File: src/tw_pkg.sv
package tw_pkg;

   // Register port
   localparam int TW_AW = 2;
   localparam logic [1:0] TW_REG_CONTROL = 2'h0;
   localparam logic [1:0] TW_REG_STATE = 2'h1;
   localparam logic [1:0] TW_REG_BUFFER = 2'h2;
   localparam logic [1:0] TW_REG_OWN_ADDR = 2'h3;

   // Control register fields
   localparam int TW_CTL_FLAG = 7;
   localparam int TW_CTL_ACK_EN = 6;
   localparam int TW_CTL_START = 5;
   localparam int TW_CTL_STOP = 4;
   localparam int TW_CTL_WCOL = 3;
   localparam int TW_CTL_ENABLE = 2;
   localparam int TW_CTL_IRQ_EN = 0;

   // Reset values
   localparam logic [7:0] TW_CONTROL_RST = 8'h00;
   localparam logic [7:0] TW_STATE_RST = 8'hF8;
   localparam logic [7:0] TW_BUFFER_RST = 8'hFF;
   localparam logic [7:0] TW_OWN_ADDR_RST = 8'h00;

   // Status codes, prescaler bits zero
   localparam logic [7:0] TW_CODE_MASK = 8'hF8;
   localparam logic [7:0] TW_ST_START = 8'h08;
   localparam logic [7:0] TW_ST_RSTART = 8'h10;
   localparam logic [7:0] TW_ST_AW_ACK = 8'h18;
   localparam logic [7:0] TW_ST_AW_NACK = 8'h20;
   localparam logic [7:0] TW_ST_DATA_ACK = 8'h28;
   localparam logic [7:0] TW_ST_DATA_NACK = 8'h30;
   localparam logic [7:0] TW_ST_ARB_LOST = 8'h38;
   localparam logic [7:0] TW_ST_AR_ACK = 8'h40;
   localparam logic [7:0] TW_ST_AR_NACK = 8'h48;
   localparam logic [7:0] TW_ST_SLV_WR = 8'h68;
   localparam logic [7:0] TW_ST_SLV_GC = 8'h78;
   localparam logic [7:0] TW_ST_SLV_RD = 8'hB0;

   // Timing: one quarter of a serial bit
   localparam int TW_CLK_NS = 20;
   localparam int TW_QUARTER_NS = 2500;
   localparam int TW_QUARTER_CYCLES = (TW_QUARTER_NS / TW_CLK_NS) < 1 ? 1 : (TW_QUARTER_NS / TW_CLK_NS);

   typedef enum logic [7:0] {
      ST_IDLE = 8'h01,
      ST_WAIT = 8'h02,
      ST_START = 8'h04,
      ST_BYTE = 8'h08,
      ST_STOP = 8'h10,
      ST_HOLD = 8'h20,
      ST_LOST = 8'h40,
      ST_SACK = 8'h80
   } tw_state_t;

endpackage

File: src/tw_sync.sv
`timescale 1ns/100ps
module tw_sync #(
   parameter int W = 2
) (
   // Clock and reset
   input wire logic clk,
   input wire logic rst_n,
   // Lines
   input wire logic [W-1:0] din,
   output logic [W-1:0] dout
);

   logic [W-1:0] meta;

   // Pins idle high, so reset to the released level
   genvar i;
   generate
      for (i = 0; i < W; i = i + 1) begin : g_bit
         always_ff @(posedge clk) begin
            if (!rst_n) begin
               meta[i] <= 1'b1;
               dout[i] <= 1'b1;
            end else begin
               meta[i] <= din[i];
               dout[i] <= meta[i];
            end
         end
      end
   endgenerate

endmodule

File: src/tw_master_tx.sv
`timescale 1ns/100ps
module tw_master_tx #(
   parameter int QUARTER_CYCLES = tw_pkg::TW_QUARTER_CYCLES
) (
   // Clock and reset
   input wire logic ref_clk,
   input wire logic rst_n,
   // Register port
   input wire logic [tw_pkg::TW_AW-1:0] reg_addr,
   input wire logic [7:0] reg_wdata,
   input wire logic reg_wr,
   input wire logic reg_rd,
   output logic [7:0] reg_rdata,
   // Serial clock line
   input wire logic scl_in,
   output logic scl_out,
   output logic scl_oe_n,
   // Serial data line
   input wire logic sda_in,
   output logic sda_out,
   output logic sda_oe_n
);
   import tw_pkg::*;

   logic [1:0] line_s;
   logic scl_s, sda_s, scl_d, sda_d, busy;
   logic [15:0] qcnt;
   logic tick, adv, last;
   logic flag, ack_en, sta, sto, wcol, en, irq_en;
   logic [7:0] status, buffer, own_addr;
   tw_state_t st;
   logic [1:0] ph;
   logic [3:0] bitn;
   logic [7:0] shreg, rxsh;
   logic is_addr, rw, ack_n, owner, pend_start;
   logic wr_ctl, wr_buf, wsta, wsto, next_en, go;
   logic start_fin, byte_fin, stop_fin, arb_hit, arb_data_lost, lost_miss, slave_hit;
   logic scl_rise, scl_fall, match, hw_set, sto_clr;
   logic [7:0] next_code, slave_code;

   tw_sync #(.W(2)) u_sync (
      .clk(ref_clk),
      .rst_n(rst_n),
      .din({scl_in, sda_in}),
      .dout(line_s)
   );
   assign scl_s = line_s[1];
   assign sda_s = line_s[0];

   // Bus monitor: START sets busy, STOP clears it
   always_ff @(posedge ref_clk) begin
      if (!rst_n) begin
         scl_d <= 1'b1;
         sda_d <= 1'b1;
         busy <= 1'b0;
      end else begin
         scl_d <= scl_s;
         sda_d <= sda_s;
         if (scl_s && scl_d && sda_d && !sda_s) begin
            busy <= 1'b1;
         end else if (scl_s && scl_d && !sda_d && sda_s) begin
            busy <= 1'b0;
         end
      end
   end
   assign scl_rise = scl_s && !scl_d;
   assign scl_fall = !scl_s && scl_d;

   // Quarter-bit enable
   always_ff @(posedge ref_clk) begin
      if (!rst_n || qcnt == 16'(QUARTER_CYCLES - 1)) begin
         qcnt <= 16'h0000;
      end else begin
         qcnt <= qcnt + 16'h0001;
      end
   end
   always_ff @(posedge ref_clk) begin
      if (!rst_n) begin
         tick <= 1'b0;
      end else begin
         tick <= (qcnt == 16'(QUARTER_CYCLES - 1));
      end
   end
   // Rising clock waits for the line to be seen high; lets slaves stretch
   assign adv = tick && !(ph == 2'd1 && !scl_s);
   assign last = adv && ph == 2'd3;

   // Register strobes and resume decode
   assign wr_ctl = reg_wr && reg_addr == TW_REG_CONTROL;
   assign wr_buf = reg_wr && reg_addr == TW_REG_BUFFER;
   assign wsta = reg_wdata[TW_CTL_START];
   assign wsto = reg_wdata[TW_CTL_STOP];
   assign next_en = wr_ctl ? reg_wdata[TW_CTL_ENABLE] : en;
   assign go = wr_ctl && reg_wdata[TW_CTL_FLAG] && reg_wdata[TW_CTL_ENABLE]
               && (st == ST_IDLE || (st == ST_HOLD && flag));

   // Engine events
   assign start_fin = st == ST_START && last;
   assign byte_fin = st == ST_BYTE && last && bitn == 4'd8;
   assign stop_fin = st == ST_STOP && last;
   assign arb_hit = st == ST_BYTE && adv && ph == 2'd2 && bitn < 4'd8 && shreg[7] && !sda_s;
   assign arb_data_lost = arb_hit && !is_addr;
   assign match = ack_en && (rxsh[7:1] == own_addr[7:1] || (own_addr[0] && rxsh == 8'h00));
   assign lost_miss = st == ST_LOST && bitn == 4'd8 && !match;
   assign slave_hit = st == ST_SACK && scl_fall && bitn == 4'd1;
   assign slave_code = (own_addr[0] && rxsh == 8'h00) ? TW_ST_SLV_GC : (rxsh[0] ? TW_ST_SLV_RD : TW_ST_SLV_WR);
   assign sto_clr = stop_fin || (go && wsto && !owner);

   always_comb begin
      hw_set = 1'b0;
      next_code = status;
      if (start_fin) begin
         hw_set = 1'b1;
         next_code = owner ? TW_ST_RSTART : TW_ST_START;
      end else if (byte_fin) begin
         hw_set = 1'b1;
         if (is_addr && rw) begin
            next_code = ack_n ? TW_ST_AR_NACK : TW_ST_AR_ACK;
         end else if (is_addr) begin
            next_code = ack_n ? TW_ST_AW_NACK : TW_ST_AW_ACK;
         end else begin
            next_code = ack_n ? TW_ST_DATA_NACK : TW_ST_DATA_ACK;
         end
      end else if (arb_data_lost || lost_miss) begin
         hw_set = 1'b1;
         next_code = TW_ST_ARB_LOST;
      end else if (slave_hit) begin
         hw_set = 1'b1;
         next_code = slave_code;
      end
   end

   // Flag: hardware set wins over the software clear
   always_ff @(posedge ref_clk) begin
      if (!rst_n) begin
         flag <= TW_CONTROL_RST[TW_CTL_FLAG];
         status <= TW_STATE_RST;
      end else begin
         if (hw_set) begin
            flag <= 1'b1;
            status <= next_code;
         end else if (wr_ctl && reg_wdata[TW_CTL_FLAG]) begin
            flag <= 1'b0;
         end
      end
   end

   // Software control bits
   always_ff @(posedge ref_clk) begin
      if (!rst_n) begin
         ack_en <= TW_CONTROL_RST[TW_CTL_ACK_EN];
         sta <= TW_CONTROL_RST[TW_CTL_START];
         sto <= TW_CONTROL_RST[TW_CTL_STOP];
         en <= TW_CONTROL_RST[TW_CTL_ENABLE];
         irq_en <= TW_CONTROL_RST[TW_CTL_IRQ_EN];
         own_addr <= TW_OWN_ADDR_RST;
      end else begin
         if (wr_ctl) begin
            ack_en <= reg_wdata[TW_CTL_ACK_EN];
            sta <= wsta;
            en <= reg_wdata[TW_CTL_ENABLE];
            irq_en <= reg_wdata[TW_CTL_IRQ_EN];
         end
         if (sto_clr) begin
            sto <= 1'b0;
         end else if (wr_ctl) begin
            sto <= wsto;
         end
         if (reg_wr && reg_addr == TW_REG_OWN_ADDR) begin
            own_addr <= reg_wdata;
         end
      end
   end

   // Buffer guarded by the flag
   always_ff @(posedge ref_clk) begin
      if (!rst_n) begin
         buffer <= TW_BUFFER_RST;
         wcol <= TW_CONTROL_RST[TW_CTL_WCOL];
      end else if (wr_buf) begin
         if (flag) begin
            buffer <= reg_wdata;
            wcol <= 1'b0;
         end else begin
            wcol <= 1'b1;
         end
      end
   end

   // Read data stands only in the cycle after the strobe
   always_ff @(posedge ref_clk) begin
      if (!rst_n || !reg_rd) begin
         reg_rdata <= 8'h00;
      end else begin
         case (reg_addr)
            TW_REG_CONTROL: reg_rdata <= {flag, ack_en, sta, sto, wcol, en, 1'b0, irq_en};
            TW_REG_STATE: reg_rdata <= status & TW_CODE_MASK;
            TW_REG_BUFFER: reg_rdata <= buffer;
            default: reg_rdata <= own_addr;
         endcase
      end
   end

   // Open-drain lines only ever pull low
   always_ff @(posedge ref_clk) begin
      scl_out <= 1'b0;
      sda_out <= 1'b0;
   end

   // Bus engine; idles in HOLD while the flag is set
   always_ff @(posedge ref_clk) begin
      if (!rst_n || !next_en) begin
         st <= ST_IDLE;
         ph <= 2'd0;
         bitn <= 4'd0;
         shreg <= 8'hFF;
         rxsh <= 8'h00;
         is_addr <= 1'b0;
         rw <= 1'b0;
         ack_n <= 1'b1;
         owner <= 1'b0;
         pend_start <= 1'b0;
         scl_oe_n <= 1'b1;
         sda_oe_n <= 1'b1;
      end else begin
         case (st)
            ST_IDLE: begin
               if (go && wsta && !wsto) begin
                  st <= ST_WAIT;
               end
            end
            ST_HOLD: begin
               if (go) begin
                  ph <= 2'd0;
                  if (wsto && owner) begin
                     st <= ST_STOP;
                     pend_start <= wsta;
                     sda_oe_n <= 1'b0;
                  end else if (wsta && owner) begin
                     st <= ST_START;
                     sda_oe_n <= 1'b1;
                  end else if (wsta) begin
                     st <= ST_WAIT;
                     scl_oe_n <= 1'b1;
                     sda_oe_n <= 1'b1;
                  end else if (owner && !wsto) begin
                     st <= ST_BYTE;
                     shreg <= buffer;
                     bitn <= 4'd0;
                     is_addr <= status == TW_ST_START || status == TW_ST_RSTART;
                     rw <= buffer[0];
                     sda_oe_n <= buffer[7];
                  end else begin
                     st <= ST_IDLE;
                     owner <= 1'b0;
                     scl_oe_n <= 1'b1;
                     sda_oe_n <= 1'b1;
                  end
               end
            end
            ST_WAIT: begin
               if (!busy) begin
                  st <= ST_START;
                  ph <= 2'd0;
                  sda_oe_n <= 1'b1;
               end
            end
            ST_START: begin
               if (adv) begin
                  ph <= ph + 2'd1;
                  if (ph == 2'd0) begin
                     scl_oe_n <= 1'b1;
                  end else if (ph == 2'd1) begin
                     sda_oe_n <= 1'b0;
                  end else if (ph == 2'd2) begin
                     scl_oe_n <= 1'b0;
                  end else begin
                     st <= ST_HOLD;
                     owner <= 1'b1;
                  end
               end
            end
            ST_BYTE: begin
               if (adv) begin
                  ph <= ph + 2'd1;
                  if (ph == 2'd0) begin
                     scl_oe_n <= 1'b1;
                  end else if (ph == 2'd2) begin
                     rxsh <= {rxsh[6:0], sda_s};
                     if (bitn == 4'd8) begin
                        ack_n <= sda_s;
                     end
                     if (arb_hit) begin
                        owner <= 1'b0;
                        bitn <= bitn + 4'd1;
                        st <= is_addr ? ST_LOST : ST_HOLD;
                     end else begin
                        scl_oe_n <= 1'b0;
                     end
                  end else if (ph == 2'd3) begin
                     if (bitn == 4'd8) begin
                        st <= ST_HOLD;
                     end else begin
                        bitn <= bitn + 4'd1;
                        shreg <= {shreg[6:0], 1'b1};
                        sda_oe_n <= shreg[6];
                     end
                  end
               end
            end
            ST_STOP: begin
               if (adv) begin
                  ph <= ph + 2'd1;
                  if (ph == 2'd0) begin
                     scl_oe_n <= 1'b1;
                  end else if (ph == 2'd1) begin
                     sda_oe_n <= 1'b1;
                  end else if (ph == 2'd3) begin
                     owner <= 1'b0;
                     pend_start <= 1'b0;
                     st <= pend_start ? ST_WAIT : ST_IDLE;
                  end
               end
            end
            ST_LOST: begin
               // Follow the winner's address passively
               if (bitn == 4'd8) begin
                  bitn <= 4'd0;
                  st <= match ? ST_SACK : ST_HOLD;
               end else if (scl_rise) begin
                  rxsh <= {rxsh[6:0], sda_s};
                  bitn <= bitn + 4'd1;
               end
            end
            ST_SACK: begin
               if (scl_fall && bitn == 4'd0) begin
                  sda_oe_n <= 1'b0;
                  bitn <= 4'd1;
               end else if (scl_fall) begin
                  sda_oe_n <= 1'b1;
                  scl_oe_n <= 1'b0;
                  st <= ST_HOLD;
               end
            end
            default: begin
               st <= ST_IDLE;
            end
         endcase
      end
   end
endmodule

File: config.mk
export PLATFORM = sky130hd
export DESIGN_NAME = tw_master_tx
export DESIGN_NICKNAME = d
export VERILOG_FILES = /design/src/tw_pkg.sv /design/src/tw_sync.sv /design/src/tw_master_tx.sv
export SDC_FILE = /design/constraint.sdc
export NUM_CORES = 1
export LEC_CHECK = 0
export ABC_AREA = 1
export BUFFER_PORTS_ARGS = -buffer_cell sky130_fd_sc_hd__buf_4
export CAP_MARGIN = 20
export CORE_UTILIZATION = 60
export DETAILED_ROUTE_END_ITERATION = 8
export PLACE_DENSITY = 0.78
export SETUP_SLACK_MARGIN = 0.05
export SYNTH_ARGS = -nofsm -noshare
export SYNTH_HDL_FRONTEND = slang
export SYNTH_SLANG_ARGS = --single-unit
File: constraint.sdc
create_clock -name ref_clk -period 3.2 [get_ports ref_clk]
set_input_delay 0.32 -clock ref_clk [delete_from_list [all_inputs] [get_ports ref_clk]]
set_output_delay 0.32 -clock ref_clk [all_outputs]
set_load 0.01 [all_outputs]
==> summary.md <==
| Metric | Value |
|---|---|
| Outcome | finished clean |
| Peak VDD IR | 0.2896 mV |
| Register-to-Register Path Depth | 13 |
| Vias | 5160 |
| Antenna violations before repair | 0 |
| Synthesized instance count | 772 |
| Syn avg cell area | 6.873 um^2 |
| R2r setup slk | 1020 ps |
| Post-Route WL | 13.68 mm |
| Hold Crit Start | scl_in |
| Synth warn | 0 |
| Sequential share of the synthesized area | 36.60% |
| Hold path endpoint | u_sync.meta[1] |
| Hold Vio Cnt, Final | 0 |
| Startpoint types | register |
| # diodes | 0 |
| Area Overhead vs Synth | 8.677% |
| Adder-cell area share of the yosys netlist | 2.358% |
| CP max FO | 7 |
| # hold bufs at CTS | 0 |
| CTS root buffer | clkbuf_8 |
| Clk_skew | 8.254 ps |
| Cts bufs inserted | 9 |
| TNS Setup | 0 ps |
| Synth Area in XOR/XNOR | 0.9903% |
| First-pass GRT wire length | 22.14 mm |
| TritonRoute pass-1 iters | 5 |
| Post-DP HPWL | 10.31 mm |
| Mapped Area | 5306 um^2 |
| DP Worst Slack | 1049 ps |
| Worst Max-Slew Pin Slew | 675.1 ps |
| Share of cells above drive strength 1 | 13.52% |
| Starting DRC count in detailed routing | 363 |
| Worst setup path class | register to register |
| Port-buffer cells | 25 |
| Clock Latency Late Sink | 360 ps |
| FILL cells | 759 |
| Effective utilization at floorplan | 63.31% |
| Area of the multi-input gates | 2860 um^2 |
| GRT overflow | 0 |
| Largest area contributor in the netlist | dfxtp_1 |
| Critical Path RT | 3470 ps |
| FF-to-FF End | status[4] |
| Ys async rst share | 0% |
| Synth cell types | 47 |
| Io pins | 28 |
| Reg-to-Reg Start | ph[1] |
| Final worst slack | 1021 ps |
| Leakage | 2.665 nW |
| Pwr dens | 390.5 nW/um^2 |
| MaxCap Viol Count | 0 |
| Post-synth top flop | dfxtp_1 |
| Multiplexer area fraction after synthesis | 0.7545% |
| Total GRT Usage | 31.66% |
| Drc violations | 0 |
| RePlAce Congestion | 0.9473 |
| Synth top area share | 36.60% |
| Post-synthesis simple-gate area fraction | 36.12% |
| Core ar. | 8382 um^2 |
| CP Data Arrival Time | 2450 ps |
| Die width | 96.04 um |
| Drt wl/cell | 15.13 um |
| Period utilization | 68.11% |
| Critical Path Sink Type | register |
| CTS Sinks | 97 |
| EDFF count, synth | 0 |
| Max clock buf depth | 2 |
| RSZ-0062 raised after global routing | false |
| Tightest Hold Check Type | primary input to register |
| #FFs+latches synth | 97 |
| Combinational family with the most area after synthesis | simple AND/OR/NAND/NOR gates |
| CTS tree | done |
| Compound-Gate Fraction of Synth Area | 13.53% |
| Sequential Area | 1942 um^2 |
| Num rows | 33 |
| Clock slew at reported path FFs | 100 ps |
| Endpoints failing setup | 0 |
| H-tree levels | 3 |
| FMAX | 458.8 MHz |
| Antenna Nets Post-Route | 0 |
| Die area | 9224 um^2 |
| Resized Gates After CTS | 0 |
| Vias per cell | 5.708 |
| Setup Buffers After CTS | 0 |
| Largest net degree at the start of global routing | 28 |
| Rel. slew slack | 54.83% |
| Die span in y | 96.04 um |
| Slew Limit Fails | 0 |
| Vias in the first global route | 4716 |
| CP startpoint | ph[1] |
| Hold Path Depth | 2 |
| Crit path time final | 2179 ps |
| Nets@finish | 820 |
| Largest cells by area after synthesis | dfxtp_1, nand2_1, inv_1 |
## synth_stat cells (2+ instances only)
| library cell | instances |
|---|---|
| a21oi_1 | 49 |
| or2_2 | 6 |
| nand2_1 | 178 |
| nand4_1 | 18 |
| buf_4 | 2 |
| nand3_2 | 5 |
| inv_2 | 10 |
| dfxtp_1 | 97 |
| xor2_1 | 2 |
| ha_1 | 10 |
| inv_1 | 100 |
| a31oi_1 | 2 |
| nand2_4 | 3 |
| clkbuf_1 | 7 |
| nor2_2 | 11 |
| nand2_2 | 7 |
| mux2i_1 | 4 |
| nor2_4 | 9 |
| nor2_8 | 2 |
| o2111ai_1 | 2 |
| nor4_1 | 4 |
| buf_2 | 6 |
| inv_4 | 2 |
| o221ai_1 | 2 |
| o21ai_1 | 13 |
| nor3b_1 | 6 |
| xnor2_1 | 4 |
| nand3_1 | 41 |
| a21oi_2 | 2 |
| nor3_2 | 3 |
| o211ai_1 | 7 |
| o21ai_2 | 2 |
| nand3b_1 | 2 |
| nor2_1 | 85 |
| nor3_1 | 11 |
| o21ai_0 | 47 |
## worst max path at each step
stage,endpoint,slack (ps),cells after the start
after global placement,buffer[5],1070,10
after floorplan,status[4],1480,13
after detailed placement,buffer[5],1050,10
after global routing,shreg[1],780,10
after CTS,shreg[1],1050,10
final,status[4],1020,13
## per-layer routing
layer	track usage, %	vias to the layer above	wire [um]
li1	-	2534	-
met1	41.25	2364	6091
met2	51.65	215	6346
met3	4.107	47	729
met4	15.30	0	511
met5	0	-	0
## per-stage QoR
step | utilization [%] | cell area (um^2) | total power, mW | instances | hold WS (ps)
3_5_place_dp | 66.26 | 5554 | 1.412 | 888 | 399.5
5_1_grt | 68.80 | 5767 | 2.326 | 904 | 126.4
6_report | 68.80 | 5767 | 2.252 | 904 | 142.2
2_1_floorplan | - | 5310 | 1.357 | 773 | 392.5
4_1_cts | 68.80 | 5767 | 2.259 | 904 | 133.3
3_3_place_gp | 66.26 | 5554 | 1.409 | 888 | 403.4
## worst max-delay path: stages (launching register included)
cell and delay [ps]:
dfxtp_1 360, inv_1 90, ha_1 180, inv_1 100, o21ai_2 350, nor2_1 130
nand2_1 170, inv_2 80, nor2_2 260, nand3_2 150, nand2_1 90, inv_1 40
nand2_1 50, nand2_1 40
## sequential cells by signal, summed over array words and instances, names as in the netlist, 2 cells and up
signal,flops
reg_rdata,8
qcnt,16
buffer,8
shreg,8
ph,2
st,8
rxsh,8
u_sync.dout,2
bitn,4
u_sync.meta,2
own_addr,8
status,5
## power by group
part / internal, mW / switching, mW / total (mW)
logic: 0.0512 / 0.0949 / 0.146
registers: 1.23 / 0.0135 / 1.24
clock network: 0.409 / 0.456 / 0.865
total: 1.69 / 0.564 / 2.25
## area by class of cell
class                           count  area share, %
Inverter                          112          7.377
Tap cell                          105          2.278
Timing Repair Buffer               26          3.385
Sequential cell                    97          33.67
Clock inverter                      5          1.063
Clock buffer                       11          2.625
Multi-Input combinational cell    548          49.60
## layout by cell type, fill, tap and decap left out, types with 3 or more instances in the layout
| cell | count |
|---|---|
| nand3_1 | 41 |
| nand2_2 | 7 |
| nand2_1 | 178 |
| mux2i_1 | 4 |
| o21ai_0 | 47 |
| o211ai_1 | 7 |
| nor2_2 | 11 |
| xnor2_1 | 4 |
| ha_1 | 10 |
| nand4_1 | 18 |
| nor4_1 | 4 |
| a21oi_1 | 49 |
| nand3_2 | 5 |
| nor3_1 | 11 |
| nor2_4 | 9 |
| or2_2 | 6 |
| inv_2 | 10 |
| nor2_1 | 85 |
| clkbuf_8 | 11 |
| inv_1 | 100 |
| nand2_4 | 3 |
| buf_4 | 26 |
| nor3_2 | 3 |
| nor3b_1 | 6 |
| dfxtp_1 | 97 |
| o21ai_1 | 13 |
## cell families (layout without fill, tap and decap cells)
group | count (synthesis) | in the layout
XOR/XNOR | 6 | 6
AND/OR/NAND/NOR | 395 | 395
AO/OA/AOI/OAI | 131 | 131
multiplexers | 4 | 4
adder cells (fa/ha/maj) | 10 | 10
buffers and inverters | 128 | 154
flip-flops | 97 | 97
other | 1 | 2
Power figures use the tool's default switching activity.
